===== src/verilog/acw_pkg.sv =====
// Purpose: Shared constants and types for the converter control block
// Assumes: Registers are byte wide, one per aligned 32-bit APB word
// Notes:   Byte address of a register is four times its index
`default_nettype none
package acw_pkg;
  // Register indices
  localparam logic [5:0] IDX_RUN  = 6'h00;
  localparam logic [5:0] IDX_WIN  = 6'h04;
  localparam logic [5:0] IDX_SAMP = 6'h05;
  localparam logic [5:0] IDX_POS  = 6'h08;
  localparam logic [5:0] IDX_NEG  = 6'h09;
  localparam logic [5:0] IDX_CMD  = 6'h0a;
  localparam logic [5:0] IDX_EV   = 6'h0b;
  localparam logic [5:0] IDX_IEN  = 6'h0c;
  localparam logic [5:0] IDX_IFL  = 6'h0d;
  localparam logic [5:0] IDX_HALT = 6'h0e;
  localparam logic [5:0] IDX_TMP  = 6'h0f;
  localparam logic [5:0] IDX_RESL = 6'h10;
  localparam logic [5:0] IDX_RESH = 6'h11;
  localparam logic [5:0] IDX_LTL  = 6'h12;
  localparam logic [5:0] IDX_LTH  = 6'h13;
  localparam logic [5:0] IDX_HTL  = 6'h14;
  localparam logic [5:0] IDX_HTH  = 6'h15;
  // Field positions
  localparam int BIT_START   = 0;
  localparam int BIT_STOP    = 1;
  localparam int BIT_RDY     = 0;
  localparam int BIT_WIN     = 1;
  localparam int BIT_CONTINUOUS_MODE = 1;
  localparam int BIT_EVEN    = 0;
  localparam int BIT_HALTRUN = 0;
  // Input selector codes
  localparam logic [6:0] POS_PIN_MAX  = 7'h15;
  localparam logic [6:0] NEG_PIN_MAX  = 7'h0f;
  localparam logic [6:0] SEL_GND      = 7'h40;
  localparam logic [6:0] POS_THERMAL  = 7'h42;
  localparam logic [6:0] POS_SUPPLY   = 7'h44;
  localparam logic [6:0] POS_SUPPLY2  = 7'h45;
  localparam logic [6:0] SEL_DAC      = 7'h48;
  localparam logic [6:0] POS_REF_LAST = 7'h4b;
  // Timing: default sample length and pclk cycles per converter clock
  localparam logic [9:0] SAMPLE_BASE = 10'h002;
  localparam logic [9:0] DIV_CYCLES  = 10'h002;
  // Reset values
  localparam logic [7:0]  RST_BYTE = 8'h00;
  localparam logic [15:0] RST_WORD = 16'h0000;
  // Window comparator modes
  typedef enum logic [2:0] {
    WIN_NONE    = 3'h0,
    WIN_BELOW   = 3'h1,
    WIN_ABOVE   = 3'h2,
    WIN_INSIDE  = 3'h3,
    WIN_OUTSIDE = 3'h4
  } acw_win_type;
  typedef enum logic [1:0] {ST_IDLE, ST_SAMPLE, ST_CONVERT} acw_state_type;
  // Controls toward the analog converter
  typedef struct packed {
    logic       sample;
    logic       convert;
    logic [6:0] pos;
    logic [6:0] neg;
  } acw_ana_type;
  // All state of the block
  typedef struct packed {
    acw_state_type state;
    logic [9:0]    cnt;
    logic          start_pend;
    logic          continuous;
    logic [2:0]    win_mode;
    logic [7:0]    samp_len;
    logic [6:0]    pos_w;
    logic [6:0]    neg_w;
    logic          ev_en;
    logic          ev_q;
    logic [1:0]    ien;
    logic [1:0]    flags;
    logic          halt_run;
    logic [7:0]    temp;
    logic [15:0]   result;
    logic [15:0]   low_threshold;
    logic [15:0]   high_threshold;
    acw_ana_type   ana;
    logic          irq;
    logic [31:0]   prdata;
    logic          pready;
    logic          pslverr;
  } acw_regs_type;
endpackage
`default_nettype wire


===== src/verilog/acw_adc_ctrl.sv =====
// Purpose: Converter control with window compare, APB register file
// Assumes: Analog core reports completion with a one-cycle done pulse
// Notes:   Converter clock is pclk divided by a fixed factor
`timescale 1ns/10ps
`default_nettype none
module acw_adc_ctrl (
  // APB slave
  input  wire logic                 pclk,
  input  wire logic                 presetn,
  input  wire logic                 psel,
  input  wire logic                 penable,
  input  wire logic                 pwrite,
  input  wire logic [7:0]           paddr,
  input  wire logic [31:0]          pwdata,
  output logic [31:0]               prdata,
  output logic                      pready,
  output logic                      pslverr,
  // Analog core
  input  wire logic                 adc_done,
  input  wire logic [15:0]          adc_data,
  output acw_pkg::acw_ana_type      ana,
  // System
  input  wire logic                 ev_start,
  input  wire logic                 debug_halted,
  output logic                      irq
);
  acw_pkg::acw_regs_type r;
  acw_pkg::acw_regs_type next_r;
  logic       adv;
  logic       wr_done;
  logic       rd_done;
  logic [5:0] idx;
  logic       wr_stop;

  // Window condition on a finished result
  function automatic logic win_hit(input logic [2:0] m,
                                   input logic [15:0] v,
                                   input logic [15:0] lo,
                                   input logic [15:0] hi);
    unique case (m)
      acw_pkg::WIN_BELOW:   win_hit = v < lo;
      acw_pkg::WIN_ABOVE:   win_hit = v > hi;
      acw_pkg::WIN_INSIDE:  win_hit = (v >= lo) && (v <= hi);
      acw_pkg::WIN_OUTSIDE: win_hit = (v < lo) || (v > hi);
      default:              win_hit = 1'b0; // Off or reserved
    endcase
  endfunction

  // Reserved selector codes fall back to ground
  function automatic logic [6:0] pos_map(input logic [6:0] s);
    if (s <= acw_pkg::POS_PIN_MAX || s == acw_pkg::SEL_GND ||
        s == acw_pkg::POS_THERMAL || s == acw_pkg::POS_SUPPLY ||
        s == acw_pkg::POS_SUPPLY2 ||
        (s >= acw_pkg::SEL_DAC && s <= acw_pkg::POS_REF_LAST)) begin
      pos_map = s;
    end else begin
      pos_map = acw_pkg::SEL_GND;
    end
  endfunction

  function automatic logic [6:0] neg_map(input logic [6:0] s);
    if (s <= acw_pkg::NEG_PIN_MAX || s == acw_pkg::SEL_GND ||
        s == acw_pkg::SEL_DAC) begin
      neg_map = s;
    end else begin
      neg_map = acw_pkg::SEL_GND;
    end
  endfunction

  // Sample phase length in pclk cycles, minus one
  function automatic logic [9:0] samp_load(input logic [7:0] len);
    samp_load = 10'(({2'h0, len} + acw_pkg::SAMPLE_BASE) *
                    acw_pkg::DIV_CYCLES - 10'h001);
  endfunction

  // Bus qualifiers; side effects happen on the completing edge only
  assign adv     = !debug_halted || r.halt_run;
  assign idx     = paddr[7:2];
  assign wr_done = psel && penable && r.pready && pwrite;
  assign rd_done = psel && penable && r.pready && !pwrite;
  assign wr_stop = wr_done && !r.pslverr && idx == acw_pkg::IDX_CMD &&
                   pwdata[acw_pkg::BIT_STOP];

  // Next state of the whole block
  always_comb begin
    next_r = r;
    next_r.pready = 1'b0;
    next_r.pslverr = 1'b0;
    next_r.ev_q = ev_start;
    // Answer one cycle into the access phase; data is prepared here
    if (psel && penable && !r.pready) begin
      next_r.pready = 1'b1;
      next_r.prdata = 32'h0000_0000;
      unique case (idx)
        acw_pkg::IDX_RUN:
          next_r.prdata[acw_pkg::BIT_CONTINUOUS_MODE] = r.continuous;
        acw_pkg::IDX_WIN:  next_r.prdata[2:0] = r.win_mode;
        acw_pkg::IDX_SAMP: next_r.prdata[7:0] = r.samp_len;
        acw_pkg::IDX_POS:  next_r.prdata[6:0] = r.pos_w;
        acw_pkg::IDX_NEG:  next_r.prdata[6:0] = r.neg_w;
        acw_pkg::IDX_CMD:
          next_r.prdata[acw_pkg::BIT_START] =
            r.start_pend || r.state != acw_pkg::ST_IDLE;
        acw_pkg::IDX_EV:
          next_r.prdata[acw_pkg::BIT_EVEN] = r.ev_en;
        acw_pkg::IDX_IEN:  next_r.prdata[1:0] = r.ien;
        acw_pkg::IDX_IFL:  next_r.prdata[1:0] = r.flags;
        acw_pkg::IDX_HALT:
          next_r.prdata[acw_pkg::BIT_HALTRUN] = r.halt_run;
        acw_pkg::IDX_TMP:  next_r.prdata[7:0] = r.temp;
        acw_pkg::IDX_RESL: next_r.prdata[7:0] = r.result[7:0];
        acw_pkg::IDX_LTL:  next_r.prdata[7:0] = r.low_threshold[7:0];
        acw_pkg::IDX_HTL:  next_r.prdata[7:0] = r.high_threshold[7:0];
        // High bytes come from the latch filled by the low-byte read
        acw_pkg::IDX_RESH, acw_pkg::IDX_LTH, acw_pkg::IDX_HTH:
          next_r.prdata[7:0] = r.temp;
        default: next_r.pslverr = 1'b1;
      endcase
    end
    // Read side effects
    if (rd_done && !r.pslverr) begin
      unique case (idx)
        acw_pkg::IDX_RESL: next_r.temp = r.result[15:8];
        acw_pkg::IDX_LTL:  next_r.temp = r.low_threshold[15:8];
        acw_pkg::IDX_HTL:  next_r.temp = r.high_threshold[15:8];
        default: ;
      endcase
      if (idx == acw_pkg::IDX_RESL || idx == acw_pkg::IDX_RESH) begin
        next_r.flags = 2'h0;
      end
    end
    // Register writes; start and stop are strobes, not storage
    if (wr_done && !r.pslverr) begin
      unique case (idx)
        acw_pkg::IDX_RUN:
          next_r.continuous = pwdata[acw_pkg::BIT_CONTINUOUS_MODE];
        acw_pkg::IDX_WIN:  next_r.win_mode = pwdata[2:0];
        acw_pkg::IDX_SAMP: next_r.samp_len = pwdata[7:0];
        acw_pkg::IDX_POS:  next_r.pos_w = pwdata[6:0];
        acw_pkg::IDX_NEG:  next_r.neg_w = pwdata[6:0];
        acw_pkg::IDX_CMD:
          if (pwdata[acw_pkg::BIT_START]) begin
            next_r.start_pend = 1'b1;
          end
        acw_pkg::IDX_EV:   next_r.ev_en = pwdata[acw_pkg::BIT_EVEN];
        acw_pkg::IDX_IEN:  next_r.ien = pwdata[1:0];
        acw_pkg::IDX_IFL:  next_r.flags = r.flags & ~pwdata[1:0];
        acw_pkg::IDX_HALT: next_r.halt_run = pwdata[acw_pkg::BIT_HALTRUN];
        acw_pkg::IDX_TMP, acw_pkg::IDX_LTL, acw_pkg::IDX_HTL:
          next_r.temp = pwdata[7:0];
        acw_pkg::IDX_LTH:
          next_r.low_threshold = {pwdata[7:0], r.temp};
        acw_pkg::IDX_HTH:
          next_r.high_threshold = {pwdata[7:0], r.temp};
        default: ; // Result is read-only
      endcase
    end
    // Event input launches on its rising edge
    if (r.ev_en && ev_start && !r.ev_q) begin
      next_r.start_pend = 1'b1;
    end
    // Conversion sequencer; halted debug freezes it unless halt_run is set
    unique case (r.state)
      acw_pkg::ST_IDLE:
        if (r.start_pend && adv) begin
          next_r.state = acw_pkg::ST_SAMPLE;
          next_r.cnt = samp_load(r.samp_len);
          next_r.start_pend = 1'b0;
          next_r.ana.pos = pos_map(r.pos_w);
          next_r.ana.neg = neg_map(r.neg_w);
        end
      acw_pkg::ST_SAMPLE:
        if (adv) begin
          if (r.cnt == 10'h000) begin
            next_r.state = acw_pkg::ST_CONVERT;
          end else begin
            next_r.cnt = r.cnt - 10'h001;
          end
        end
      acw_pkg::ST_CONVERT:
        // Done is taken even when frozen, so no result is lost
        if (adc_done) begin
          next_r.result = adc_data;
          next_r.flags[acw_pkg::BIT_RDY] = 1'b1;
          if (win_hit(r.win_mode, adc_data, r.low_threshold,
                      r.high_threshold)) begin
            next_r.flags[acw_pkg::BIT_WIN] = 1'b1;
          end
          if (r.continuous || next_r.start_pend) begin
            next_r.state = acw_pkg::ST_SAMPLE;
            next_r.cnt = samp_load(r.samp_len);
            next_r.start_pend = 1'b0;
            next_r.ana.pos = pos_map(r.pos_w);
            next_r.ana.neg = neg_map(r.neg_w);
          end else begin
            next_r.state = acw_pkg::ST_IDLE;
          end
        end
      default: next_r.state = acw_pkg::ST_IDLE;
    endcase
    // Stop ends everything and beats any start in the same cycle
    if (wr_stop) begin
      next_r.state = acw_pkg::ST_IDLE;
      next_r.start_pend = 1'b0;
      // A cancelled launch must not move the inputs
      next_r.ana.pos = r.ana.pos;
      next_r.ana.neg = r.ana.neg;
    end
    next_r.ana.sample = next_r.state == acw_pkg::ST_SAMPLE;
    next_r.ana.convert = next_r.state == acw_pkg::ST_CONVERT;
    next_r.irq = |(next_r.flags & next_r.ien);
  end

  // State register
  always_ff @(posedge pclk or negedge presetn) begin
    if (!presetn) begin
      r <= '0;
    end else begin
      r <= next_r;
    end
  end

  assign prdata  = r.prdata;
  assign pready  = r.pready;
  assign pslverr = r.pslverr;
  assign ana     = r.ana;
  assign irq     = r.irq;

  // Checks
  property p_below_hit;
    @(posedge pclk) disable iff (!presetn)
    (r.state == acw_pkg::ST_CONVERT && adc_done &&
     r.win_mode == acw_pkg::WIN_BELOW && adc_data < r.low_threshold)
    |=> r.flags[acw_pkg::BIT_WIN];
  endproperty
  a_below_hit: assert property (p_below_hit)
    else $error("window below hit not flagged");

  property p_no_hit_when_off;
    @(posedge pclk) disable iff (!presetn)
    $rose(r.flags[acw_pkg::BIT_WIN]) |->
      $past(r.win_mode) != acw_pkg::WIN_NONE && $past(adc_done);
  endproperty
  a_no_hit_when_off: assert property (p_no_hit_when_off)
    else $error("window flag set without a matching completion");

  property p_sample_len;
    @(posedge pclk) disable iff (!presetn)
    (r.state == acw_pkg::ST_IDLE && next_r.state == acw_pkg::ST_SAMPLE)
    |=> r.cnt == 10'(({2'h0, $past(r.samp_len)} + 10'h002) * 10'h002 -
                    10'h001);
  endproperty
  a_sample_len: assert property (p_sample_len)
    else $error("sample phase length wrong");

  property p_mux_hold;
    @(posedge pclk) disable iff (!presetn)
    !$stable(r.ana.pos) |-> $past(next_r.state) == acw_pkg::ST_SAMPLE &&
      $past(r.state) != acw_pkg::ST_SAMPLE;
  endproperty
  a_mux_hold: assert property (p_mux_hold)
    else $error("input selection changed mid conversion");

  property p_stop;
    @(posedge pclk) disable iff (!presetn)
    wr_stop |=> r.state == acw_pkg::ST_IDLE && !r.start_pend ##1
      r.state == acw_pkg::ST_IDLE;
  endproperty
  a_stop: assert property (p_stop)
    else $error("stop did not end the measurement");

  property p_busy_read;
    @(posedge pclk) disable iff (!presetn)
    (psel && penable && !r.pready && !pwrite && idx == acw_pkg::IDX_CMD &&
     r.state != acw_pkg::ST_IDLE) |=> r.pready && r.prdata[0];
  endproperty
  a_busy_read: assert property (p_busy_read)
    else $error("start bit not reading one while busy");

  property p_event;
    @(posedge pclk) disable iff (!presetn)
    (r.ev_en && ev_start && !r.ev_q && r.state == acw_pkg::ST_IDLE &&
     !r.start_pend && !wr_stop) |=> r.start_pend ##1
      (r.state == acw_pkg::ST_SAMPLE || !$past(adv) || $past(wr_stop));
  endproperty
  a_event: assert property (p_event)
    else $error("event edge did not launch a conversion");

  property p_ready_irq;
    @(posedge pclk) disable iff (!presetn)
    (r.state == acw_pkg::ST_CONVERT && adc_done && r.ien[0])
    |=> r.flags[acw_pkg::BIT_RDY] && r.irq;
  endproperty
  a_ready_irq: assert property (p_ready_irq)
    else $error("result ready not flagged or not raised");

  property p_result_clear;
    @(posedge pclk) disable iff (!presetn)
    (rd_done && idx == acw_pkg::IDX_RESL && !r.pslverr &&
     !(r.state == acw_pkg::ST_CONVERT && adc_done)) |=> r.flags == 2'h0;
  endproperty
  a_result_clear: assert property (p_result_clear)
    else $error("result read did not clear flags");

  property p_wide_write;
    @(posedge pclk) disable iff (!presetn)
    (wr_done && idx == acw_pkg::IDX_HTH && !r.pslverr)
    |=> r.high_threshold == {$past(pwdata[7:0]), $past(r.temp)};
  endproperty
  a_wide_write: assert property (p_wide_write)
    else $error("high threshold not committed as a pair");

  property p_halt_freeze;
    @(posedge pclk) disable iff (!presetn)
    (debug_halted && !r.halt_run && r.state == acw_pkg::ST_SAMPLE &&
     !wr_stop) |=> $stable(r.cnt) && r.state == acw_pkg::ST_SAMPLE;
  endproperty
  a_halt_freeze: assert property (p_halt_freeze)
    else $error("sampling advanced while halted");

  property p_continuous_mode;
    @(posedge pclk) disable iff (!presetn)
    (r.state == acw_pkg::ST_CONVERT && adc_done && r.continuous &&
     !wr_stop) |=> r.state == acw_pkg::ST_SAMPLE;
  endproperty
  a_continuous_mode: assert property (p_continuous_mode)
    else $error("continuous mode did not restart");
endmodule
`default_nettype wire


===== config.mk =====
export PLATFORM = sky130hd
export DESIGN_NAME = acw_adc_ctrl
export DESIGN_NICKNAME = d
export VERILOG_FILES = /design/src/verilog/acw_pkg.sv /design/src/verilog/acw_adc_ctrl.sv
export SDC_FILE = /design/constraint.sdc
export NUM_CORES = 1
export LEC_CHECK = 0
export BUFFER_PORTS_ARGS = -buffer_cell sky130_fd_sc_hd__buf_2
export CAP_MARGIN = 20
export CORE_ASPECT_RATIO = 1.1
export CORE_UTILIZATION = 52
export CTS_BUF_LIST = sky130_fd_sc_hd__clkbuf_4
export CTS_CLUSTER_SIZE = 10
export DETAILED_ROUTE_END_ITERATION = 6
export PLACE_DENSITY = 0.85
export RECOVER_POWER = 25
export REMOVE_ABC_BUFFERS = 1
export SLEW_MARGIN = 15
export SYNTH_ARGS = -nofsm -noshare
export SYNTH_HDL_FRONTEND = slang
export SYNTH_SLANG_ARGS = --single-unit
export TNS_END_PERCENT = 50

===== constraint.sdc =====
create_clock -name pclk -period 2.4 [get_ports pclk]
set_input_delay 0.24 -clock pclk [delete_from_list [all_inputs] [get_ports pclk]]
set_output_delay 0.24 -clock pclk [all_outputs]
set_load 0.01 [all_outputs]

[Word-level counts from Yosys, hierarchy flattened]
Cells that the tools add are included.
Operators by class
  add/subtract/negate cells: 3
  $lt $le $gt $ge: 8
  equality and inequality tests: 35
  mux-type cells: 50
  bitwise operators: 4
  reductions and logical operators: 53
Operators by type and width (count)
  equality test 6 x 4 -> 1 bit (second input constant): 8
  equality test 7 bit (second input constant): 6
  2-to-1 mux 14 bit: 3
  2-to-1 mux 13 bit: 3
  equality test 6 x 5 -> 1 bit (second input constant): 6
  case mux 10 bit (3 select lines): 1
  2-to-1 mux 28 bit: 1
  2-to-1 mux 7 bit: 4
  case mux 14 bit (2 select lines): 1
  case mux 4 bit (7 select lines): 1
  2-to-1 mux 8 bit: 3
  case mux 8 bit (3 select lines): 1
  AND reduction 2 bit: 10
  subtractor 10 x 1 -> 10 bit (second input constant): 2
  2-to-1 mux 2 bit: 9
  OR reduction 17 bit: 1
  >= comparator 16 bit: 1
  > comparator 16 bit: 1
  <= comparator 16 bit: 1
  less-than comparator 16 bit: 1
  logical AND 1 bit: 14
  case mux 1 bit (13 select lines): 1
  equality test 6 x 3 -> 1 bit (second input constant): 2
  logical OR 1 bit: 12
  other kinds (36): 60
Storage, ports and cells
  bits in registers: 129
  input bits: 64
  output and inout port bits: 51
  word-level logic and storage cells: 178

[Depth between registers and ports, before layout]
Gate-level depths: netlist (run 1).
  word-level depth: 12
  depth in mapped cells: 10
  mapped depth without buffers: 9

[Least setup slack after synthesis (run 1)]
OpenSTA, ideal clock, no wires.
  path type: flip-flop to flip-flop
  from: reg r[129] (netlist bit)
  to: reg r[150] (netlist bit)
  setup time: 0.082 ns
  arrival time: 2.151 ns
  data required time: 2.318 ns
  setup slack: 0.167 ns
  cell stages (with the launch flop): 9
  buffers on the path: 0
  period minus slack after synthesis: 2.233 ns
  cell sequence: dfrtp_1 > ha_1 > xor2_1 > nor3b_1 > nand3_1 > or4_1 > a21boi_0 > o21ai_0 > a31oi_1
On the way
  cells in the longest elaborated chain, start to end: 5
  elaborated cells on any way between the ends: 6
  those cells by class: add/sub: 2; mux: 4
RTL lines
  start: declaration: RTL line acw_adc_ctrl.sv:27  | acw_pkg::acw_regs_type r;
  start signal: assignment: RTL line acw_adc_ctrl.sv:219  | r <= next_r;
  adder 8 x 2 -> 9 bit (*): RTL line acw_adc_ctrl.sv:72  | samp_load = 10'(({2'h0, len} + acw_pkg::SAMPLE_BASE) *
  subtractor 10 x 1 -> 10 bit (*): RTL line acw_adc_ctrl.sv:73  | acw_pkg::DIV_CYCLES - 10'h001);
  2-to-1 mux 11 bit: RTL line acw_adc_ctrl.sv:189  | if (r.continuous || next_r.start_pend) begin
  2-to-1 mux 13 bit: RTL line acw_adc_ctrl.sv:182  | if (adc_done) begin
  case mux 10 bit (3 select lines) (*): RTL line acw_adc_ctrl.sv:163  | unique case (r.state)
Every way passes the cells marked *; elsewhere a longest branch is shown, timed or not. The select of a mux whose other input is x is not followed.
A chain may end at the register's enable or synchronous reset.

==> metrics list, run 1 <==
* Result of the run: finished, violations left
- The checks that failed: max-capacitance violations, max-slew violations.
* Tmin final: 2.38 ns
* Die footprint: 0.0149 mm^2
* Total detailed-routing wirelength: 19.0 mm
- Share of async-settable or async-resettable flops after synthesis: 100%
- Yosys printed 0 warnings.
- For this run the aggregate overflow at the end of global routing stands at 0.
- After clock tree synthesis, the clock-pin slew on the worst setup and hold paths is 0.11 ns.
- Crit path capture type: flop
- TritonCTS clock tree: built
- Maximum ir drop on the vdd rail: 427 uV
- Maximum clock skew at final layout: 0.0121 ns
- FP Rows: 45
- Entering global routing, the biggest net connects 130 pins.
- Clk Latency, worst-skew pair: 0.56 ns
* Final hold violation count: 0
* Clock Tree Buf Depth: 2
- DPL Wire Length: 13.7 mm
* CTS Buf Count: 17
* Reg-to-reg startpoint: r[65]
- The tightest min-delay check is of the input pin to flop type.
- Once detail routing completed, the nets flagged for antenna violations numbered 0.
- After synthesis, flip-flops and latches occupy 43.0% of the total area.
- In the final layout, the multi-input gates occupy 0.00383 mm^2.
- End point of the critical path: irq
* Via count of the first global-routing pass: 6028
* Most frequent standard cell in the layout excluding fill and tap cells: dfrtp_1
- Worst reg2reg setup slack: 0.02 ns
- The finished layout holds 1085 standard cells, fillers aside.
- Total power draw: 5.80 mW
- Leading cell types in the layout, fill and taps excluded: dfrtp_1, nand2_1, o21ai_0
- Power per cell area: 671 mW/mm^2
- Cell variety after synth: 70
- Across the whole layout, storage elements account for 0.00323 mm^2.
- Number of cells in the design after placement: 1035
* WL per Instance: 17.5 um
- Synthesis-to-layout area growth: 15.2%
- Post-detailed-route via-to-cell ratio: 5.78
* WP data arrival: 2.84 ns
- MaxCap Viol Count: 1
* CTS Root Buffer Type: clkbuf_4
* Maximum operating frequency: 420 MHz
* Die boundary height: 128 um
- The synthesized netlist occupies a cell area of 0.00751 mm^2.
- The number of antenna violations at the first check in global routing was 1.
* Initial Utilization: 53.8%
* Final standard cell utilization of the core: 61.9%
- The first TritonRoute pass finished after 5 iterations.
- In this run the tightest slew margin relative to its limit is -16.8%.
* Gpl congestion: 0.986
- Synthesis inferred 129 register bits.
* Width of the die: 117 um
* Req. time, crit path: 2.85 ns
- Count of final setup violators: 0
* Main flop type after synthesis: dfrtp_1
- Number of nets at the end of the flow: 988
- Global-route wire length before repair: 30.3 mm
- The detailed router finished its first iteration with 622 violations.
- Synthesis produced a netlist whose cell count is 786.
- In this run the worst setup path begins at r[65].
* Total I/O pin count: 115
- Synthesized area per cell: 9.55 um^2
* Fill cell total of the finished layout: 1166
- Input and output buffers added on the ports amount to 64.
- The max-slew violation count came to 130.
- In the final layout, the share of cells above drive strength 1 is 24.9%.
- In the global route stage, overall resource usage came out at 27.0%.
- At the pin with the least slew margin, the transition time is 1.75 ns.
- Pre-CTS setup slack: -0.0896 ns
- Final worst slack: 0.0168 ns
* Reported leakage power: 4.15 nW
* Reg-to-reg critical path endpoint: irq
- The region available for standard cell placement spans 0.0140 mm^2.
- Setup repair after global routing could not meet its margin everywhere.
* Sinks on Clock Net: 129
- The worst setup path is launched from a flop.
* Crit-path max FO: 2
- Number of synthesized flops with an enable pin: 0
- DRC violation count after routing: 0
- Summing over every cut layer, the via total after detailed routing is 6266.
- The worst path uses 99.3% of the clock period.
- Critical path class: flop to flop
- Number of cells on the worst reg-to-reg path: 10
* CTS HTree Levels: 4
## cells in the mapped netlist, drive strengths merged, types with 9 or more instances
cell type	instances	area (um^2)
xnor2	9	78.8
mux2	50	567
inv	41	154
mux2i	10	100
nand4	10	62.6
clkbuf	14	52.6
a22oi	11	82.6
a222oi	9	90.1
ha	40	500
buf	61	425
dfrtp	129	3230
o21ai	81	405
a21oi	32	160
nand2	107	409
nor2	41	164
nor3	15	85.1
nand3	17	85.1
## worst min-delay path by stage
| stage | from | to | slack, ns | cells past startpoint |
|---|---|---|---|---|
| 2_1_floorplan | presetn | ana[0] | -0.06 | 0 |
| 3_3_place_gp | ev_start | r[112] | 0.36 | 1 |
| 3_5_place_dp | ev_start | r[112] | 0.37 | 1 |
| 4_1_cts | pwdata[3] | r[78] | 0.001 | 3 |
| 5_1_grt | adc_data[14] | r[97] | 0.02 | 3 |
| 6_report | pwdata[6] | r[81] | 0.03 | 3 |
## layout make-up
class / instances / share of cell area (%)
multi-input combinational: 564 / 44.3
clock buffer: 19 / 1.65
inverter: 41 / 1.78
antenna: 1 / 0.0289
sequential: 129 / 37.4
clock inverter: 12 / 1.92
tap: 188 / 2.72
timing repair buffer: 131 / 10.2
## registers in the layout, indices dropped and copies added (netlist names)
register  flops
pslverr       1
r           102
pready        1
irq           1
prdata        8
ana          16
## through the flow
stage	cell area [um^2]	setup TNS (ns)	hold WS, ns
2_1_floorplan	7120	-22.52	-0.0556
3_3_place_gp	8080	0	0.364
3_5_place_dp	8080	-0.0896	0.371
4_1_cts	8560	0	0.00141
5_1_grt	8650	-0.118	0.0150
6_report	8650	0	0.0292
## repair_timing
action / in CTS / in global routing
pin swaps: 3 / 3
hold buffers: 17 / 1
buffers inserted: 0 / 0
endpoints found under the hold margin: 148 / 1
setup endpoints to repair: 2 / 13
gates resized for setup: 2 / 20
## power breakdown
group / internal [mW] / switching, mW
registers: 2.43 / 0.166
logic: 0.659 / 0.906
clock network: 0.833 / 0.804
## critical path, cell delays in order (launching register included)
cell and delay, ns:
dfrtp_1 0.38, inv_1 0.06, ha_1 0.30, buf_4 0.14, a21oi_1 0.13, nand2_1 0.06
a221o_1 0.32, o31a_1 0.27, mux2i_1 0.18, nand3_2 0.12, a221o_1 0.31
## logic make-up after synthesis
family | Yosys count | share of synthesized area (%)
compound gates | 186 | 15.6
flops | 129 | 43.0
other cells | 1 | 0.0500
buf+inv | 116 | 8.42
xor+xnor | 15 | 1.75
simple gates | 238 | 15.4
mux | 61 | 9.18
fa+ha+maj | 40 | 6.67
## routing by layer
metal	vias up	wire, um	global-route usage (%)	share of wire (%)
li1	2935	-	-	-
met1	3012	7970	35.4	42
met2	258	8920	41.7	47
met3	61	1280	6.10	6.8
met4	0	799	14.1	4.2
met5	-	0	0	0
(Power assumes the default switching activity.)
==> inputs of run 2 (changes only) <==
Settings changed: MAX_ROUTING_LAYER from default to met4.
==> run 2 against run 1 <==
  * The flow finishes with violations (negative setup slack)
  * Flip-flop and latch count unchanged
  * Clock-buffer cell count is 1 lower
  * Power up 2.1%
  * Largest cell class unchanged
  * Highest routed layer unchanged
==> metrics list, run 2 (synthesis gave the netlist of run 1 again) <==
- Result of the run: finished, violations left
- Violations in the final reports: negative setup slack
- The global placement routability congestion was 1.02 (+2.9%).
- The number of antenna violations at the first check in global routing was 1 (unchanged).
- Maximum operating frequency: 399 MHz (-4.9%)
* Number of nets at the end of the flow: 998 (+1.0%)
- Remaining antenna violation count after routing: 0 (unchanged)
- The number of cell rows was 45 (unchanged).
- The count of clock tree sinks came to 129 (unchanged).
- The worst register-to-register path begins at r[63].
* End point of the critical path: irq
- The shortest period the worst path allows is 2.51 ns (+0.123 ns).
- The top-level port count was 115 (unchanged).
* Global-route wire length before repair: 31.2 mm (+3.2%)
- Reg-to-reg critical path endpoint: irq
* Detailed-router iteration count before antenna repair: 6 (+1)
- Initial Utilization: 53.8% (unchanged)
- The maximum number of pins on one net before global-route repair is 52 (-60%).
* Worst reg2reg setup slack: -0.11 ns (-0.12 ns)
- The max capacitance violation total was 0 (-1).
- The share of the cycle needed by the critical path after routing is 104% (+5.1 points).
* CORE AREA: 0.0140 mm^2 (unchanged)
- The tree is rooted in a clkbuf_4.
- Critical path class: flop to flop
* Pre-CTS setup slack: -0.0778 ns (+0.0118 ns)
- WP data arrival: 2.97 ns (+0.13 ns)
- Crit path capture type: flop
- The critical path starts at r[63].
- Startpoint Class: flop
- Width of the die: 117 um (unchanged)
- Die footprint: 0.0149 mm^2 (unchanged)
- The largest buffer count on any clock path is 2 (unchanged).
- The placed instance area was 0.00809 mm^2 (+0.12%).
- The residual DRC count is 0 (unchanged).
- The DRC violation total after the first TritonRoute iteration was 679 (+9.2%).
- The finished layout cell area is 0.00876 mm^2 (+1.3%).
- The total power density per cell area came to 677 mW/mm^2 (+0.78%).
* Worst hold path class: input pin to flop
- The static leakage was 4.17 nW (+0.40%).
- Synthesis-to-layout area growth: 16.7%
- The clock input transition at the sequential cells of the worst setup and hold paths is 0.11 ns (about the same).
* Via count: 6448 (+2.9%)
* TritonCTS clock tree: built
- The clock buffer count from CTS was 17 (unchanged).
* Count of final setup violators: 1 (+1)
- Layout Cells excl Fill: 1096 (+1.0%)
- The highest ir drop seen on vdd came to 382 uV (-11%).
- Overall overflow remaining after global route: 0 (unchanged)
- The worst reg2reg path depth is 10 (unchanged).
- Max reg flops: 102 (unchanged)
- Crit-path max FO: 2 (unchanged)
- Fill cell total of the finished layout: 1128 (-3.3%)
- The final worst clock skew is 0.0190 ns (+0.00694 ns).
- Post-detailed-route via-to-cell ratio: 5.88 (+1.9%)
- The cell depth of the worst min-delay path is 3 (unchanged).
* Largest register by flop count: r
- Share of post-route cells with drive strength above 1: 25.6% (+0.69 points)
* Total power draw: 5.93 mW (+2.1%)
* Leading cell types in the layout, fill and taps excluded: dfrtp_1, nand2_1, o21ai_0
- IO buf count: 64 (unchanged)
- Max transition margin: 25.5% (+42 points)
* Number of cells in the design after placement: 1038 (+0.29%)
- Setup repair after global routing could not meet its margin everywhere.
- Via count of the first global-routing pass: 6107 (+1.3%)
- WL per Instance: 18.5 um (+5.6%)
* Clk Latency, worst-skew pair: 0.58 ns (+0.02 ns)
* Die boundary height: 128 um (unchanged)
- The max-slew violation count came to 0 (-100%).
- Req. time, crit path: 2.86 ns (about the same)
* CTS HTree Levels: 4 (unchanged)
- The worst-case setup margin in the final layout was -0.106 ns (-0.123 ns).
* Total detailed-routing wirelength: 20.2 mm (+6.6%)
- DPL Wire Length: 14.5 mm (+5.8%)
* Slew of the pin with the lowest slew margin: 1.12 ns (-0.634 ns)
- Most frequent standard cell in the layout excluding fill and tap cells: dfrtp_1
- The hold violation total from the final report was 0 (unchanged).
- The total routing resource utilization after global routing is 29.0% (+2.0 points).
run 2: cell types whose count changed in the layout (fill, tap and decap cells not counted), sizes merged:
cell and change:
clkinvlp +2, clkinv -3, buf +8, dlygate4sd3 +3, inv +3, clkbuf -2
run 2: critical path, cell delays in order (launching register included):
cell	delay, ns
dfrtp_1	0.41
inv_2	0.08
ha_4	0.20
nand4_1	0.21
buf_4	0.16
nor2_1	0.06
a221o_1	0.35
o31a_1	0.27
mux2i_1	0.17
nand3_1	0.17
a221o_1	0.34
run 2: timing repair:
item | in CTS | in global routing
hold buffers | 21 | 0
endpoints found under the hold margin | 56 | 0
pin swaps | 4 | 4
setup buffers | 3 | 1
resized for setup | 1 | 24
endpoints found under the setup margin | 3 | 16
run 2: worst min path at each step:
stage / endpoint / slack (ns) / from
5_1_grt: r[90] / 0.04 / adc_data[7]
6_report: r[90] / 0.05 / adc_data[7]
3_3_place_gp: prdata[7] / 0.23 / presetn
3_5_place_dp: prdata[7] / 0.24 / presetn
2_1_floorplan: ana[0] / -0.06 / presetn
4_1_cts: r[96] / 0.009 / adc_data[13]
run 2: final cells by class:
| cell class | instances | area, um^2 | share of cell area (%) |
|---|---|---|---|
| antenna | 1 | 2.50 | 0.0286 |
| inverter | 41 | 154 | 1.76 |
| sequential | 129 | 3230 | 36.9 |
| clock buffer | 18 | 135 | 1.54 |
| timing repair buffer | 141 | 947 | 10.8 |
| tap | 188 | 235 | 2.69 |
| multi-input combinational | 564 | 3870 | 44.2 |
| clock inverter | 14 | 186 | 2.13 |
run 2: stage by stage:
step / utilization, % / hold slack, ns / TNS, ns
5_1_grt: 62.7 / 0.0447 / -0.176
3_5_place_dp: 57.9 / 0.237 / -0.0778
6_report: 62.7 / 0.0476 / -0.106
3_3_place_gp: 57.9 / 0.233 / -0.00157
4_1_cts: 61.9 / 0.00942 / -0.0195
2_1_floorplan: - / -0.0556 / -22.52
run 2: power breakdown:
group,internal (mW),switching [mW]
Combinational,0.694,0.934
Sequential,2.43,0.172
Clock,0.835,0.857
run 2: layer usage:
metal  up-vias  share of wire, %  routed length, um  global-route usage (%)
met5         -                 0                  0                       -
met4         0               4.0                803                    14.4
met3        62               6.4               1300                    5.20
met2       305                49               9870                    45.5
met1      3123                41               8270                    36.0
li1       2958                 -                  -                       -
